## src/verilog/ppeq_pkg.sv

```systemverilog
// Purpose: constants for the port police / egress queue control bank
// Assumes: 12-bit byte offsets inside one port block
// Notes: offsets are byte addresses of aligned words, save the queue index byte at 903
package ppeq_pkg;
   // ----------------------------------------------------------------
   // register offsets
   // ----------------------------------------------------------------
   localparam logic [11:0] PPEQ_POLICE_OFS = 12'h80C;
   localparam logic [11:0] PPEQ_READOUT_OFS = 12'h810;
   localparam logic [11:0] PPEQ_QIDX_OFS = 12'h900;
   localparam logic [11:0] PPEQ_QIDX_BYTE_OFS = 12'h903;
   localparam logic [11:0] PPEQ_VID_OFS = 12'h904;
   localparam logic [11:0] PPEQ_QCTRL0_OFS = 12'h914;
   // ----------------------------------------------------------------
   // police control fields
   // ----------------------------------------------------------------
   localparam int PPEQ_DROP_COLOR_BIT = 11;
   localparam int PPEQ_DROP_ALL_BIT = 10;
   localparam int PPEQ_PKT_TYPE_LSB = 8;
   localparam int PPEQ_PORT_POL_BIT = 7;
   localparam int PPEQ_NONIP_LSB = 5;
   localparam int PPEQ_MARK_BIT = 4;
   localparam int PPEQ_REMAP_BIT = 3;
   localparam int PPEQ_DROP_SRP_BIT = 2;
   localparam int PPEQ_MODE_BIT = 1;
   localparam int PPEQ_EN_BIT = 0;
   localparam logic [11:0] PPEQ_POLICE_RST = 12'h020;
   // ----------------------------------------------------------------
   // egress fields and codes
   // ----------------------------------------------------------------
   localparam logic [1:0] PPEQ_QIDX_RST = 2'h0;
   localparam logic PPEQ_VID_RST = 1'b0;
   localparam int PPEQ_SCHED_LSB = 6;
   localparam int PPEQ_SHAPER_LSB = 4;
   localparam logic [1:0] PPEQ_SCHED_STRICT = 2'h0;
   localparam logic [1:0] PPEQ_SCHED_WRR = 2'h2;
   localparam logic [1:0] PPEQ_SHAPER_NONE = 2'h0;
   localparam logic [1:0] PPEQ_SHAPER_CBS = 2'h1;
   localparam logic [1:0] PPEQ_COLOR_GREEN = 2'h1;
   localparam int PPEQ_CNT_W = 16;
   localparam int PPEQ_WEIGHT_W = 7;
endpackage : ppeq_pkg

```

## src/verilog/ppeq_ctrl.sv

```systemverilog
// Purpose: per-port police/WRED and egress queue control over APB
// Assumes: packet-side inputs come from logic on pclk
// Notes: all outputs registered; zero-wait APB slave
//
// Chosen here: the APB slave port and the register addresses.
`timescale 1ns/1ps

// Functional notes
// - dropped-color bit set: color counters count only dropped packets of that color
// - drop-all set: drop everything but protected SRP packets while max WRED threshold exceeded
// - field 9:8 picks readout: 00 dropped counter, 01 green, 10 and 11 the other color counters
// - bit 7 picks per-port rate set, else port index 0 aggregate
// - non-IP frames get color from field 6:5 in color-aware mode
// - bit 4 enables DSCP color marking
// - bit 3 selects remapped color instead of raw DSCP color
// - SRP packets WRED-dropped only when bit 2 is one
// - bit 1 selects color-blind, zero selects color-aware policing
// - bit 0 enables policing and WRED together, resets off
// - queue index 1:0 selects queue of indexed registers
// - queue index also reachable as byte at offset 903
// - VID replace bit swaps non-zero VLAN ID for port default
// - with double tagging the outer tag ID is replaced
// - strict mode serves highest-numbered pending queue first
// - mode 10, reset value, gives weighted round robin
// - mode field 7:6 governs scheduling; codes 01, 11 reserved
// - shaper 00 none, 01 credit based; 10, 11 reserved
// - queue weight is packet count per turn; zero never programmed
module ppeq_ctrl (
   input wire logic pclk,
   input wire logic presetn,
   input wire logic psel,
   input wire logic penable,
   input wire logic pwrite,
   input wire logic [11:0] paddr,
   input wire logic [31:0] pwdata,
   input wire logic [3:0] pstrb,
   output logic pready,
   output logic [31:0] prdata,
   output logic pslverr,
   input wire logic pkt_valid,
   input wire logic pkt_is_ip,
   input wire logic pkt_is_srp,
   input wire logic [1:0] pkt_dscp_color,
   input wire logic [1:0] pkt_remap_color,
   input wire logic [1:0] pkt_port_idx,
   input wire logic pkt_wred_over,
   input wire logic pkt_prob_drop,
   output logic pol_valid,
   output logic [1:0] pol_color,
   output logic pol_drop,
   output logic pol_mark_dscp,
   output logic [1:0] pol_rate_port,
   input wire logic eg_valid,
   input wire logic eg_double_tag,
   input wire logic [11:0] eg_cvid,
   input wire logic [11:0] eg_svid,
   input wire logic [11:0] port_default_vlan_id,
   output logic eg_out_valid,
   output logic [11:0] eg_cvid_out,
   output logic [11:0] eg_svid_out,
   input wire logic [3:0] sch_pending,
   input wire logic sch_sent,
   input wire logic [27:0] queue_weight,
   output logic sch_grant_valid,
   output logic [1:0] sch_grant_q,
   output logic [3:0] sch_cbs_en
);
   import ppeq_pkg::*;

   // ----------------------------------------------------------------
   // helpers
   // ----------------------------------------------------------------
   function automatic logic [1:0] hi_pend(input logic [3:0] p);
      logic [1:0] q;
      q = 2'h0;
      for (int i = 0; i < 4; i++) begin
         if (p[i]) begin
            q = 2'(i);
         end
      end
      return q;
   endfunction : hi_pend

   // first pending queue at or after s, wrapping upward
   function automatic logic [1:0] nxt_pend(input logic [3:0] p, input logic [1:0] s);
      logic [1:0] q;
      logic [1:0] c;
      logic found;
      q = s;
      found = 1'b0;
      for (int i = 0; i < 4; i++) begin
         c = s + 2'(i);
         if (p[c] && !found) begin
            q = c;
            found = 1'b1;
         end
      end
      return q;
   endfunction : nxt_pend

   // ----------------------------------------------------------------
   // registers and decode
   // ----------------------------------------------------------------
   logic [11:0] police;
   logic [1:0] qidx;
   logic vid_rep;
   logic [1:0] sched [0:3];
   logic [1:0] shaper [0:3];
   logic [PPEQ_CNT_W-1:0] cnt [0:3];
   logic [1:0] rr_q;
   logic [6:0] rr_cnt;

   wire setup = psel & ~penable;
   wire wr_acc = psel & penable & pwrite & pready;
   wire hit_pol = paddr == PPEQ_POLICE_OFS;
   wire hit_rdo = paddr == PPEQ_READOUT_OFS;
   wire hit_qidx = paddr == PPEQ_QIDX_OFS;
   wire hit_qbyte = paddr == PPEQ_QIDX_BYTE_OFS;
   wire hit_vid = paddr == PPEQ_VID_OFS;
   wire hit_qc0 = paddr == PPEQ_QCTRL0_OFS;
   wire hit_any = hit_pol | hit_rdo | hit_qidx | hit_qbyte | hit_vid | hit_qc0;

   wire [11:0] next_police = {pstrb[1] ? pwdata[11:8] : police[11:8],
                              pstrb[0] ? pwdata[7:0] : police[7:0]};
   // byte access at 903 ignores lane strobes
   wire wr_qidx = wr_acc & ((hit_qidx & pstrb[0]) | hit_qbyte);
   wire [1:0] next_qidx = pwdata[1:0];
   // reserved scheduler codes are not stored
   wire [1:0] wr_sched = pwdata[PPEQ_SCHED_LSB+:2];
   wire sched_ok = (wr_sched == PPEQ_SCHED_STRICT) | (wr_sched == PPEQ_SCHED_WRR);
   wire [1:0] next_sched = sched_ok ? wr_sched : sched[qidx];
   // reserved shaper codes are not stored
   wire [1:0] wr_shaper = pwdata[PPEQ_SHAPER_LSB+:2];
   wire shaper_ok = (wr_shaper == PPEQ_SHAPER_NONE) | (wr_shaper == PPEQ_SHAPER_CBS);
   wire [1:0] next_shaper = shaper_ok ? wr_shaper : shaper[qidx];
   wire wr_qc0 = wr_acc & hit_qc0 & pstrb[0];

   // counter readout follows packet type field
   wire [1:0] rdo_sel = police[PPEQ_PKT_TYPE_LSB+:2];
   // indexed register seen through current queue index
   wire [7:0] qc0_rd = {sched[qidx], shaper[qidx], 4'h0};
   wire [31:0] rd_word = hit_pol ? {20'h0, police} :
                         hit_rdo ? {16'h0, cnt[rdo_sel]} :
                         (hit_qidx | hit_qbyte) ? {30'h0, qidx} :
                         hit_vid ? {31'h0, vid_rep} :
                         hit_qc0 ? {24'h0, qc0_rd} : 32'h0;

   // ----------------------------------------------------------------
   // apb slave
   // ----------------------------------------------------------------
   // answer prepared in setup so pready can come from a flop
   always_ff @(posedge pclk or negedge presetn) begin
      if (!presetn) begin
         pready <= 1'b0;
         prdata <= 32'h0;
         pslverr <= 1'b0;
      end else begin
         pready <= setup;
         pslverr <= setup & ~hit_any;
         prdata <= (setup & ~pwrite) ? rd_word : 32'h0;
      end
   end

   always_ff @(posedge pclk or negedge presetn) begin
      if (!presetn) begin
         police <= PPEQ_POLICE_RST;
         qidx <= PPEQ_QIDX_RST;
         vid_rep <= PPEQ_VID_RST;
      end else begin
         if (wr_acc & hit_pol) begin
            police <= next_police;
         end
         if (wr_qidx) begin
            qidx <= next_qidx;
         end
         if (wr_acc & hit_vid & pstrb[0]) begin
            vid_rep <= pwdata[0];
         end
      end
   end

   // every queue resets to round robin, no shaping
   always_ff @(posedge pclk or negedge presetn) begin
      if (!presetn) begin
         for (int i = 0; i < 4; i++) begin
            sched[i] <= PPEQ_SCHED_WRR;
            shaper[i] <= PPEQ_SHAPER_NONE;
         end
      end else if (wr_qc0) begin
         sched[qidx] <= next_sched;
         shaper[qidx] <= next_shaper;
      end
   end

   // ----------------------------------------------------------------
   // policing and wred
   // ----------------------------------------------------------------
   // one enable for policing and WRED
   wire pol_en = police[PPEQ_EN_BIT];
   wire [1:0] ip_color = police[PPEQ_REMAP_BIT] ? pkt_remap_color : pkt_dscp_color;
   // non-IP frames take the configured color
   wire [1:0] aware_color = pkt_is_ip ? ip_color : police[PPEQ_NONIP_LSB+:2];
   // color blind treats every frame as green
   wire [1:0] in_color = police[PPEQ_MODE_BIT] ? PPEQ_COLOR_GREEN : aware_color;
   // drop-all over the max threshold, else probability
   wire wred_drop = (police[PPEQ_DROP_ALL_BIT] & pkt_wred_over) | pkt_prob_drop;
   wire srp_ok = ~pkt_is_srp | police[PPEQ_DROP_SRP_BIT];
   wire drop_c = pkt_valid & pol_en & srp_ok & wred_drop;
   // color counters may be limited to dropped packets
   wire cnt_col = pkt_valid & pol_en & (in_color != 2'h0) &
                  (~police[PPEQ_DROP_COLOR_BIT] | drop_c);

   always_ff @(posedge pclk or negedge presetn) begin
      if (!presetn) begin
         pol_valid <= 1'b0;
         pol_color <= 2'h0;
         pol_drop <= 1'b0;
         pol_mark_dscp <= 1'b0;
         pol_rate_port <= 2'h0;
      end else begin
         pol_valid <= pkt_valid;
         pol_color <= in_color;
         pol_drop <= drop_c;
         pol_mark_dscp <= pol_en & police[PPEQ_MARK_BIT];
         pol_rate_port <= police[PPEQ_PORT_POL_BIT] ? pkt_port_idx : 2'h0;
      end
   end

   // counters wrap; index 0 holds drops, 1..3 the colors
   always_ff @(posedge pclk or negedge presetn) begin
      if (!presetn) begin
         for (int i = 0; i < 4; i++) begin
            cnt[i] <= '0;
         end
      end else begin
         if (drop_c) begin
            cnt[0] <= cnt[0] + 1'b1;
         end
         if (cnt_col) begin
            cnt[in_color] <= cnt[in_color] + 1'b1;
         end
      end
   end

   // ----------------------------------------------------------------
   // egress vid replacement
   // ----------------------------------------------------------------
   // outer tag is the target when double tagged
   wire [11:0] tgt_vid = eg_double_tag ? eg_svid : eg_cvid;
   wire do_rep = vid_rep & (tgt_vid != 12'h0);
   wire [11:0] new_vid = do_rep ? port_default_vlan_id : tgt_vid;

   always_ff @(posedge pclk or negedge presetn) begin
      if (!presetn) begin
         eg_out_valid <= 1'b0;
         eg_cvid_out <= 12'h0;
         eg_svid_out <= 12'h0;
      end else begin
         eg_out_valid <= eg_valid;
         eg_cvid_out <= eg_double_tag ? eg_cvid : new_vid;
         eg_svid_out <= eg_double_tag ? new_vid : eg_svid;
      end
   end

   // ----------------------------------------------------------------
   // scheduler
   // ----------------------------------------------------------------
   // port policy taken from the queue 0 entry
   wire strict = sched[0] == PPEQ_SCHED_STRICT;
   wire [1:0] strict_q = hi_pend(sch_pending);
   wire [1:0] wrr_q = nxt_pend(sch_pending, rr_q);
   wire [6:0] g_weight = queue_weight[sch_grant_q*PPEQ_WEIGHT_W+:PPEQ_WEIGHT_W];
   wire [6:0] next_cnt = (sch_grant_q == rr_q) ? rr_cnt + 7'h1 : 7'h1;
   // weight reached: turn passes on; zero acts as one
   wire turn_done = next_cnt >= g_weight;

   always_ff @(posedge pclk or negedge presetn) begin
      if (!presetn) begin
         rr_q <= 2'h0;
         rr_cnt <= 7'h0;
      end else if (sch_sent & ~strict) begin
         // each queue served in turn up to its weight
         rr_q <= turn_done ? sch_grant_q + 2'h1 : sch_grant_q;
         rr_cnt <= turn_done ? 7'h0 : next_cnt;
      end
   end

   always_ff @(posedge pclk or negedge presetn) begin
      if (!presetn) begin
         sch_grant_valid <= 1'b0;
         sch_grant_q <= 2'h0;
         sch_cbs_en <= 4'h0;
      end else begin
         sch_grant_valid <= |sch_pending;
         sch_grant_q <= strict ? strict_q : wrr_q;
         for (int i = 0; i < 4; i++) begin
            sch_cbs_en[i] <= shaper[i] == PPEQ_SHAPER_CBS;
         end
      end
   end
endmodule : ppeq_ctrl

```

## config.mk

```make
export PLATFORM = sky130hd
export DESIGN_NAME = ppeq_ctrl
export DESIGN_NICKNAME = d
export VERILOG_FILES = /design/src/verilog/ppeq_pkg.sv /design/src/verilog/ppeq_ctrl.sv
export SDC_FILE = /design/constraint.sdc
export NUM_CORES = 1
export LEC_CHECK = 0
export BUFFER_PORTS_ARGS = -buffer_cell sky130_fd_sc_hd__buf_2
export CORE_AREA = 3 3 129 131
export CTS_BUF_LIST = sky130_fd_sc_hd__clkbuf_8
export DETAILED_ROUTE_END_ITERATION = 8
export DIE_AREA = 0 0 132 134
export PLACE_DENSITY = 0.85
export SLEW_MARGIN = 20
export SYNTH_ARGS = -nofsm -noshare
export SYNTH_HDL_FRONTEND = slang
export SYNTH_SLANG_ARGS = --single-unit
```

## constraint.sdc

```tcl
create_clock -name pclk -period 3.7 [get_ports pclk]
set_input_delay 0.37 -clock pclk [delete_from_list [all_inputs] [get_ports pclk]]
set_output_delay 0.37 -clock pclk [all_outputs]
set_load 0.005 [all_outputs]
```

==> results.json, run 1 <==
{
  "vdd_drop_max_mv": 0.216,
  "cts_tree": "yes",
  "cts-root-buf": "clkbuf_8",
  "p_per_area_nw_per_um2": 333,
  "fin_nets": 1086,
  "yosysTopAreaCellShare": 0.457,
  "insertion_delay_ns": 0.46,
  "regArea_sq_um": 4040,
  "drtIter0Drc": 619,
  "utilization": 0.634,
  "slew_headroom": 0.453,
  "critPathArrivalTime_ns": 3.54,
  "start_util": 0.544,
  "tightestPinTransition_ns": 0.821,
  "async_flop_share": 1.00,
  "wl_per_cell_microns": 18.3,
  "grt-ovfl-total": 0,
  "areaGrowthSynthToFinish_pct": 16.7,
  "ctsResizeCount": 0,
  "ys_seq_area_frac": 0.472,
  "firstDrtPassIters": 8,
  "setup.worst_path.start_class": "register",
  "yosysWarningCount": 0,
  "skew_ns": 0.0130,
  "final-setup-viol-count": 0,
  "grt_max_degree": 87,
  "crit_fanout": 9,
  "io_pins": 208,
  "ys_top_cells_by_area": "dfrtp_1, mux2_2, mux4_2, nand2_1, mux2i_1",
  "wl_microns": 21400,
  "cp.required_ns": 4.09,
  "core-area_sq_um": 15700,
  "fmax_ghz": 0.317,
  "yosys.area.top_type": "dfrtp_1",
  "routed_via_density": 5.77,
  "finalHoldViolCount": 0,
  "post-route-min-period_ns": 3.15,
  "drv_slew": 0,
  "synth_common_cells": "dfrtp_1, nand2_1, mux2_2, nor2_1, o21ai_0",
  "multi_input_comb_area_sq_um": 4190,
  "cts_sinks": 161,
  "yosysMostFrequentCell": "dfrtp_1",
  "grt_pass1_wl_microns": 34400,
  "dp_hpwl_microns": 16200,
  "rsz0062_at_grt": "no",
  "grt_pass1_vias": 6697,
  "synth-edff-count": 0,
  "ys.flop_type": "dfrtp_1",
  "worstSetupEndpointType": "register",
  "p_leak_nw": 4.71,
  "post-cts-setup-buffers": 0,
  "num_antenna_cells": 0,
  "die_x_microns": 132,
  "synth_cells": 769,
  "drtAntennaViolNets": 0,
  "clk_pin_slew_ns": 0.08,
  "globalplace.congestion": 0.926,
  "cts_buffers": 17,
  "grt.total_usage": 0.246,
  "ctsHoldBuffers": 2,
  "synth_cell_type_count": 68,
  "place.port_buffers": 169,
  "drc": 0,
  "antenna_found_initial": 0,
  "drv_cap": 0,
  "layout-drive-gt1-share": 0.352,
  "n_fill_cell": 1199,
  "die-area_sq_um": 17700,
  "vias": 6737,
  "worst-setup-path-type": "reg -> reg",
  "fin_crit_sh": 0.852,
  "avgSynthCellArea_sq_um": 11.1,
  "htreeDepth": 4,
  "netlist_area_sq_um": 8540,
  "fin_tns_setup_ns": 0,
  "status": "finished, final reports clean",
  "hold_class": "in -> reg",
  "die_h_microns": 134,
  "synth_seq_cells": 161,
  "cts_max_path_buffers": 2,
  "rows": 46
}
==> cells by family after synthesis <==
group                      after synthesis  synth area share
and+or+nand+nor                        251             0.149
DFF                                    161             0.472
muxes                                  125             0.199
AOI/OAI and AO/OA                      111            0.0838
buffers and inverters                   75            0.0450
xor gates and xnor gates                34            0.0349
adders and majority gates               11            0.0161
other                                    1          0.000439
==> through the flow <==
step           hold WS [ns]  total power [mW]  setup WS, ns  area (sq um)  std cells
5_1_grt              0.0178              3.44         0.248          9970       1168
4_1_cts              0.0182              3.34         0.558          9970       1168
3_3_place_gp          0.442              2.10         0.670          9570       1135
6_report             0.0419              3.32         0.547          9970       1168
2_1_floorplan        0.0744              1.97         0.551          8600        784
3_5_place_dp          0.445              2.11         0.575          9570       1135
==> state kept, by name (all words and copies together) (netlist names) <==
name / flops
shaper: 8
sched: 8
sch_grant_valid: 1
rr_cnt: 7
rr_q: 2
pol_color: 2
sch_cbs_en: 4
qidx: 2
pol_mark_dscp: 1
cnt: 64
pol_drop: 1
pol_valid: 1
police: 12
prdata: 16
eg_svid_out: 12
pslverr: 1
pready: 1
sch_grant_q: 2
eg_out_valid: 1
vid_rep: 1
pol_rate_port: 2
eg_cvid_out: 12
==> layout by cell type (no fill, tap or decap), types with 6 or more instances in the layout <==
cell type,synthesis,layout
xnor2_1,21,21
a22o_1,6,6
o21ai_0,29,29
buf_2,5,168
a31oi_1,7,7
nor3_1,10,10
mux4_2,26,26
nand3_1,19,19
a21oi_1,21,21
nor2b_1,9,9
conb_1,1,16
mux2_1,6,6
xor2_1,13,13
clkbuf_8,0,19
inv_1,22,24
buf_4,16,18
o21ai_1,8,8
dfrtp_1,156,156
mux2_2,65,65
nor2_1,49,49
ha_1,11,11
and3_1,13,13
mux2i_1,24,24
nand2_1,97,97
nand4_1,10,10
==> final cells by class <==
cell class                 count  share of cell area
clock buffer                  19              0.0262
clock inverter                12              0.0119
inverter                      23             0.00916
multi-input combinational    548               0.420
sequential                   161               0.405
tap                          216              0.0271
timing repair buffer         189               0.101
==> critical path, stage by stage, from the launching register on <==
cell	delay [ns]
dfrtp_1	0.54
buf_4	0.23
mux4_2	0.50
inv_1	0.07
ha_1	0.22
a21o_1	0.16
a21oi_1	0.14
nor2b_1	0.05
o21ai_0	0.13
a21oi_1	0.18
nor3_1	0.62
a22o_1	0.23
==> power by group <==
part | internal, mW | switching (mW) | total [mW]
clock network | 0.621 | 0.620 | 1.24
logic | 0.125 | 0.166 | 0.290
registers | 1.78 | 0.00904 | 1.79
total | 2.52 | 0.795 | 3.32
==> path summary, 6_finish.rpt <==
kind,start,end,slack [ns],cells after the start
hold reg to reg,shaper[1]$_DFFE_PN0P_,sch_cbs_en[3]$_DFF_PN0_,0.45,1
setup reg to reg,sch_grant_q[0]$_DFF_PN0_,rr_cnt[5]$_DFFE_PN0P_,0.55,11
max in group asynchronous,presetn,cnt[13]$_DFFE_PN0P_,2.23,3
setup / recovery,sch_grant_q[0]$_DFF_PN0_,rr_cnt[5]$_DFFE_PN0P_,0.55,11
min in group asynchronous,presetn,rr_cnt[3]$_DFFE_PN0P_,0.54,2
hold / removal,pkt_valid,pol_valid$_DFF_PN0_,0.04,1
==> metal layers <==
metal	global-route usage	part of all wire	up-vias
met5	0	0	-
met4	0.0992	0.029	0
met3	0.0641	0.080	53
met2	0.416	0.50	299
met1	0.304	0.39	3305
li1	-	-	3080
Note: power is estimated with default switching activity, not from simulation.
==> run 2, diff against run 1 <==
--- a/config.mk
+++ b/config.mk
@@ -8,6 +8,7 @@
 export BUFFER_PORTS_ARGS = -buffer_cell sky130_fd_sc_hd__buf_2
-export CORE_AREA = 3 3 129 131
+export CORE_AREA = 8 8 134 136
 export CTS_BUF_LIST = sky130_fd_sc_hd__clkbuf_8
 export DETAILED_ROUTE_END_ITERATION = 8
-export DIE_AREA = 0 0 132 134
+export DIE_AREA = 0 0 142 144
+export MAX_ROUTING_LAYER = met4
 export PLACE_DENSITY = 0.85
==> constraint.sdc (replaced) <==
create_clock -name pclk -period 3.7 [get_ports pclk]
set_input_delay 0 -clock pclk [delete_from_list [all_inputs] [get_ports pclk]]
set_output_delay 0 -clock pclk [all_outputs]
set_load 0.005 [all_outputs]
==> run 2 against run 1 <==
  * Via count increased by 8.5%
  * Die area increased by 16%
  * Sequential cell count did not move
==> results.json, run 2 (synthesis results as in run 1) <==
{
  "post-cts-setup-buffers": 0,
  "fin_nets": 1145,
  "post-route-min-period_ns": 3.26,
  "grt_pass1_wl_microns": 40200,
  "ctsResizeCount": 0,
  "worstSetupEndpointType": "register",
  "tightestPinTransition_ns": 1.12,
  "grt_pass1_vias": 7396,
  "cts_sinks": 161,
  "final_common_cell": "buf_2",
  "fin_crit_sh": 0.881,
  "p_per_area_nw_per_um2": 326,
  "fin_tns_setup_ns": 0,
  "crit_end": "cnt[12]$_DFFE_PN0P_",
  "htreeDepth": 4,
  "worst-setup-path-type": "reg -> reg",
  "drtAntennaViolNets": 0,
  "cts_max_path_buffers": 2,
  "critPathArrivalTime_ns": 3.60,
  "holdWs_ns": 0.0345,
  "pwr-share-seq": 0.516,
  "drtIter0Drc": 574,
  "timing.rr.end": "cnt[12]$_DFFE_PN0P_",
  "r2r_start": "police[3]$_DFFE_PN0P_",
  "hold_class": "in -> reg",
  "insertion_delay_ns": 0.47,
  "drv_cap": 0,
  "crit_fanout": 14,
  "globalplace.congestion": 0.969,
  "status": "finished, final reports clean",
  "io_pins": 208,
  "slew_headroom": 0.250,
  "pwr-share-clk": 0.383,
  "top_register": "cnt",
  "clk_pin_slew_ns": 0.09,
  "combPwrFrac": 0.102,
  "firstDrtPassIters": 7,
  "largest_reg_flops": 64,
  "wl_per_cell_microns": 20.8,
  "cts-root-buf": "clkbuf_8",
  "layout-drive-gt1-share": 0.329,
  "wl_microns": 25700,
  "largest_registers": "cnt (64), prdata (16)",
  "die_h_microns": 144,
  "finalHoldViolCount": 0,
  "p_int_mw": 2.57,
  "p_sw_uw": 895,
  "place.port_buffers": 169,
  "cts_tree": "yes",
  "grt-ovfl-total": 0,
  "setup.worst_path.start_class": "register",
  "grt_max_degree": 116,
  "areaGrowthSynthToFinish_pct": 24.3,
  "p_sw_frac": 0.258,
  "fmax_ghz": 0.307,
  "rows": 47,
  "die-area_sq_um": 20400,
  "skew_ns": 0.0113,
  "grt.total_usage": 0.262,
  "crit_path_start": "police[3]$_DFFE_PN0P_",
  "core-area_sq_um": 16100,
  "die_x_microns": 142,
  "r2r_slack_ns": 0.44,
  "final_cell_mix": "buf_2, dfrtp_1, nand2_1",
  "reg2regPathDepth": 10,
  "vdd_drop_max_mv": 0.276,
  "dp_hpwl_microns": 17200,
  "drv_slew": 0,
  "start_util": 0.532,
  "rsz0062_at_grt": "no",
  "antenna_found_initial": 1,
  "routed_via_density": 5.93,
  "final-setup-viol-count": 0,
  "p_leak_nw": 4.95,
  "cts_buffers": 17,
  "cp.required_ns": 4.04,
  "ctsHoldBuffers": 66,
  "drc": 0,
  "vias": 7310
}
==> run 2: cell types whose count changed in the layout (fill, tap and decap cells not counted), sizes merged <==
cell	previous run	this run
inv	24	26
diode	0	1
dlygate4sd3	2	66
buf	187	180
clkbuf	19	20
==> run 2: final cells by class <==
| cell class | count | area [sq um] |
|---|---|---|
| sequential | 161 | 4040 |
| antenna | 1 | 2.50 |
| clock buffer | 18 | 248 |
| timing repair buffer | 248 | 1630 |
| fill | 1102 | 5440 |
| clock inverter | 14 | 156 |
| tap | 220 | 275 |
| multi-input combinational | 548 | 4190 |
| inverter | 23 | 91.3 |
==> run 2: worst min path at each step <==
stage	from	to	slack, ns	cells after the start
global placement	eg_valid	eg_out_valid$_DFF_PN0_	0.11	1
CTS	sch_pending[2]	sch_grant_q[1]$_DFF_PN0_	0.0007	4
detailed placement	eg_valid	eg_out_valid$_DFF_PN0_	0.11	1
global route	sch_pending[2]	sch_grant_q[1]$_DFF_PN0_	0.04	4
floorplan	presetn	cnt[0]$_DFFE_PN0P_	-0.30	0
finish	sch_pending[2]	sch_grant_q[1]$_DFF_PN0_	0.03	4
==> run 2: metrics by stage <==
stage           util  setup slack, ns  instance area, sq um  instances  total power [mW]
2_1_floorplan      -            0.551                  8600        784              1.97
3_3_place_gp   0.594            0.592                  9540       1133              2.10
3_5_place_dp   0.594            0.538                  9540       1133              2.11
4_1_cts        0.661            0.443                 10600       1231              3.47
5_1_grt        0.661            0.218                 10600       1233              3.60
6_report       0.661            0.441                 10600       1233              3.47
==> run 2: metal layers <==
layer,up-vias,GRT usage,routed length (microns)
li1,3199,-,-
met1,3554,0.299,9630
met2,460,0.427,12600
met3,97,0.0584,2370
met4,0,0.139,1120
met5,-,-,0
==> run 2: power by group through the flow <==
| stage | Combinational (mW) | Sequential [mW] | Clock, mW |
|---|---|---|---|
| after CTS | 0.341 | 1.79 | 1.34 |
| after global placement | 0.280 | 1.82 | 0 |
| after detailed placement | 0.286 | 1.82 | 0 |
| after global routing | 0.383 | 1.79 | 1.42 |
| final | 0.353 | 1.79 | 1.33 |
| after floorplan | 0.146 | 1.82 | 0 |
==> run 2: worst max-delay path, stage by stage, from the launching register on <==
cell and delay, ns:
dfrtp_1 0.46, mux2i_1 0.48, a21o_1 0.46, buf_4 0.33, nand2_1 0.10, a31oi_1 0.24, ha_1 0.28, nand4_1 0.12
nor3_1 0.25, xor2_1 0.26, o21ai_0 0.15
==> run 3, diff against run 2 <==
Settings changed: ABC_AREA set to 1, CORE_AREA 8 8 134 136 to 8 8 139 141, DIE_AREA 0 0 142 144 to 0 0 147 149, PLACE_DENSITY 0.85 to 0.84.
Clock period 3.7 ns to 3.1 ns, I/O delays scaled along.
==> run 3 against run 2 <==
  * Sequential share of layout area fell by 2.6 points
  * Largest cell class unchanged
  * Clock power rose by 12%
  * Fmax rose by 18%
  * Non-clock buffer count rose by 16
  * Register-to-register slack got worse by 0.11 ns
  * Via count rose by 32%
  * Die area rose by 7.1%
  * Sequential power rose by 20%
  * Sequential cell count did not move
  * Synthesized area rose by 8.0%
  * Count of clock-buffer cells in the layout fell by 1
  * Critical path type unchanged
  * Highest routed layer unchanged
  * Clock skew rose by 0.0014 ns
==> results.json, run 3 <==
{
  "cts_max_path_buffers": 2,
  "drtIter0Drc": 895,
  "clk_pin_slew_ns": 0.08,
  "drc": 0,
  "fmax_ghz": 0.361,
  "async_flop_share": 1.00,
  "finalInstanceArea_sq_um": 11400,
  "ctsResizeCount": 0,
  "grt-ovfl-total": 0,
  "netlist_area_sq_um": 9230,
  "fin_nets": 1633,
  "ys.flop_type": "dfrtp_1",
  "cts_sinks": 161,
  "setup.worst_path.start_class": "register",
  "synth-edff-count": 0,
  "cts_tree": "yes",
  "top_register": "cnt",
  "dr_wl_met3_microns": 2910,
  "die-area_sq_um": 21900,
  "slew_headroom": 0.467,
  "m1WireLength_microns": 10900,
  "crit_fanout": 35,
  "worst-setup-path-type": "reg -> reg",
  "synth_cells": 1249,
  "antenna_found_initial": 1,
  "grt_pass1_vias": 9307,
  "grt_max_degree": 76,
  "ys_top_cells_by_area": "dfrtp_1, nand2_1, o21ai_0, inv_1, nand3_1",
  "globalplace.congestion": 0.935,
  "synth_cell_type_count": 48,
  "largest_registers": "cnt (64), prdata (16)",
  "drtAntennaViolNets": 0,
  "vias": 9646,
  "post-cts-setup-buffers": 0,
  "status": "finished, final reports clean",
  "drv_slew": 0,
  "wl_per_cell_microns": 17.3,
  "vdd_drop_max_mv": 0.303,
  "cts_buffers": 17,
  "cp.required_ns": 3.47,
  "routed_via_density": 5.59,
  "p_leak_nw": 6.02,
  "avgSynthCellArea_sq_um": 7.39,
  "place.port_buffers": 169,
  "yosysWarningCount": 0,
  "cpPeakStageDelay_ns": 0.49,
  "synth_common_cells": "nand2_1, dfrtp_1, inv_1, o21ai_0, nand3_1",
  "worstSetupEndpointType": "register",
  "largest_reg_flops": 64,
  "rsz0062_at_grt": "no",
  "layout-drive-gt1-share": 0.169,
  "areaGrowthSynthToFinish_pct": 23.5,
  "maxUsedRoutingLayer": "met4",
  "insertion_delay_ns": 0.49,
  "synthAdderAreaFrac": 0.0149,
  "die_x_microns": 147,
  "slowest_stage": "dfrtp_1",
  "post-route-min-period_ns": 2.77,
  "wl_microns": 29800,
  "crit_path_cell_trace": "a21oi_4, nand2_4, nand2_1, o21ai_1, nor2_4, ha_1, nand2_1, nor2_2, nand3_1, nand3_1, nand2_1",
  "tightestPinTransition_ns": 0.799,
  "drv_cap": 0,
  "final_common_cell": "nand2_1",
  "synth_top_family_by_area": "simple AND/OR/NAND/NOR gates",
  "cp_common_cell": "nand2_1",
  "yosysMostFrequentCell": "nand2_1",
  "critPathTopFamily": "simple AND/OR/NAND/NOR gates",
  "rows": 48,
  "skew_ns": 0.0126,
  "io_pins": 208,
  "start_util": 0.541,
  "critPathArrivalTime_ns": 3.14,
  "final-setup-viol-count": 0,
  "htreeDepth": 4,
  "firstDrtPassIters": 5,
  "fin_crit_sh": 0.894,
  "hold_class": "in -> reg",
  "yosys.area_share.simple": 0.288,
  "yosys.area.top_type": "dfrtp_1",
  "placed_area_sq_um": 10200,
  "core-area_sq_um": 17100,
  "ys_seq_area_frac": 0.437,
  "synth-xor-area-share": 0.0236,
  "grt_pass1_wl_microns": 46500,
  "p_per_area_nw_per_um2": 371,
  "fin_tns_setup_ns": 0,
  "cts-root-buf": "clkbuf_8",
  "die_h_microns": 149,
  "routed-wl-met2_microns": 14600,
  "yosysTopAreaCellShare": 0.423,
  "synth_compound_area_frac": 0.127,
  "final_cell_mix": "nand2_1, buf_2, dfrtp_1",
  "dp_hpwl_microns": 19800,
  "synth_seq_cells": 161,
  "grt.total_usage": 0.271,
  "muxShareOfSynthArea": 0.0130,
  "crit_buf_inv": 0,
  "finalHoldViolCount": 0
}
==> run 3: cell count changes after synthesis, sizes merged, moves of 12 or more <==
| cell | before | now |
|---|---|---|
| inv | 22 | 153 |
| xnor2 | 21 | 4 |
| mux4 | 26 | 0 |
| and3 | 13 | 1 |
| nand3 | 20 | 113 |
| nand3b | 2 | 22 |
| nor2 | 49 | 83 |
| mux2i | 28 | 3 |
| a21oi | 21 | 47 |
| nand2 | 97 | 367 |
| mux2 | 71 | 8 |
| o21ai | 38 | 127 |
==> run 3: what timing repair did <==
action                                  CTS  global route
endpoints found under the setup margin    0            21
endpoints found under the hold margin   137             0
hold buffers                             80             0
==> run 3: layer usage <==
layer  vias up  global-route usage
li1       4491                   -
met5         -                   -
met2       557               0.452
met4         0               0.144
met1      4476               0.298
met3       122              0.0680
==> run 3: per-stage QoR <==
step / std cells / power [mW] / util / worst slack (ns) / hold slack, ns
6_report: 1726 / 4.23 / 0.669 / 0.329 / 0.0281
5_1_grt: 1726 / 4.39 / 0.669 / 0.148 / 0.0386
4_1_cts: 1724 / 4.22 / 0.668 / 0.122 / 0.00956
3_5_place_dp: 1612 / 2.66 / 0.599 / 0.167 / 0.0634
3_3_place_gp: 1612 / 2.65 / 0.599 / 0.258 / 0.0561
2_1_floorplan: 1264 / 2.46 / - / 0.701 / -0.296
==> run 3: final timing paths <==
path / start / cells past startpoint / endpoint / slack [ns]
max: police[1]$_DFFE_PN0P_ / 11 / cnt[44]$_DFFE_PN0P_ / 0.33
max in group asynchronous: presetn / 3 / eg_svid_out[0]$_DFF_PN0_ / 2.15
min reg2reg: cnt[52]$_DFF_PN0_ / 1 / cnt[52]$_DFF_PN0_ / 0.47
min: paddr[8] / 5 / prdata[6]$_DFF_PN0_ / 0.03
min in group asynchronous: presetn / 2 / cnt[29]$_DFFE_PN0P_ / 0.07
max reg2reg: police[1]$_DFFE_PN0P_ / 11 / cnt[44]$_DFFE_PN0P_ / 0.33
==> run 3: area by class of cell <==
type	count	area [sq um]
Inverter	153	574
Tap cell	225	282
Fill cell	1352	5650
Sequential cell	161	4040
Timing Repair Buffer	264	1770
Antenna cell	1	2.50
Clock inverter	15	136
Clock buffer	17	234
Multi-Input combinational cell	890	4370
==> run 3: logic make-up after synthesis <==
logic type | after synthesis
buffers and inverters | 214
flip-flops | 161
adder cells (fa/ha/maj) | 11
multiplexers | 11
other | 1
XOR/XNOR | 24
AO/OA/AOI/OAI | 211
AND/OR/NAND/NOR | 616
==> run 3: tightest hold or removal path, cell delays in order <==
cell      delay (ns)
buf_2           0.11
nand3b_1        0.13
nor3_2          0.10
nand3_1         0.07
a21oi_1         0.06
==> run 3: power by group <==
group | internal [mW] | total, mW | switching [mW]
Clock | 0.642 | 1.49 | 0.846
Sequential | 2.13 | 2.14 | 0.0117
Combinational | 0.253 | 0.599 | 0.346
Total | 3.02 | 4.23 | 1.20
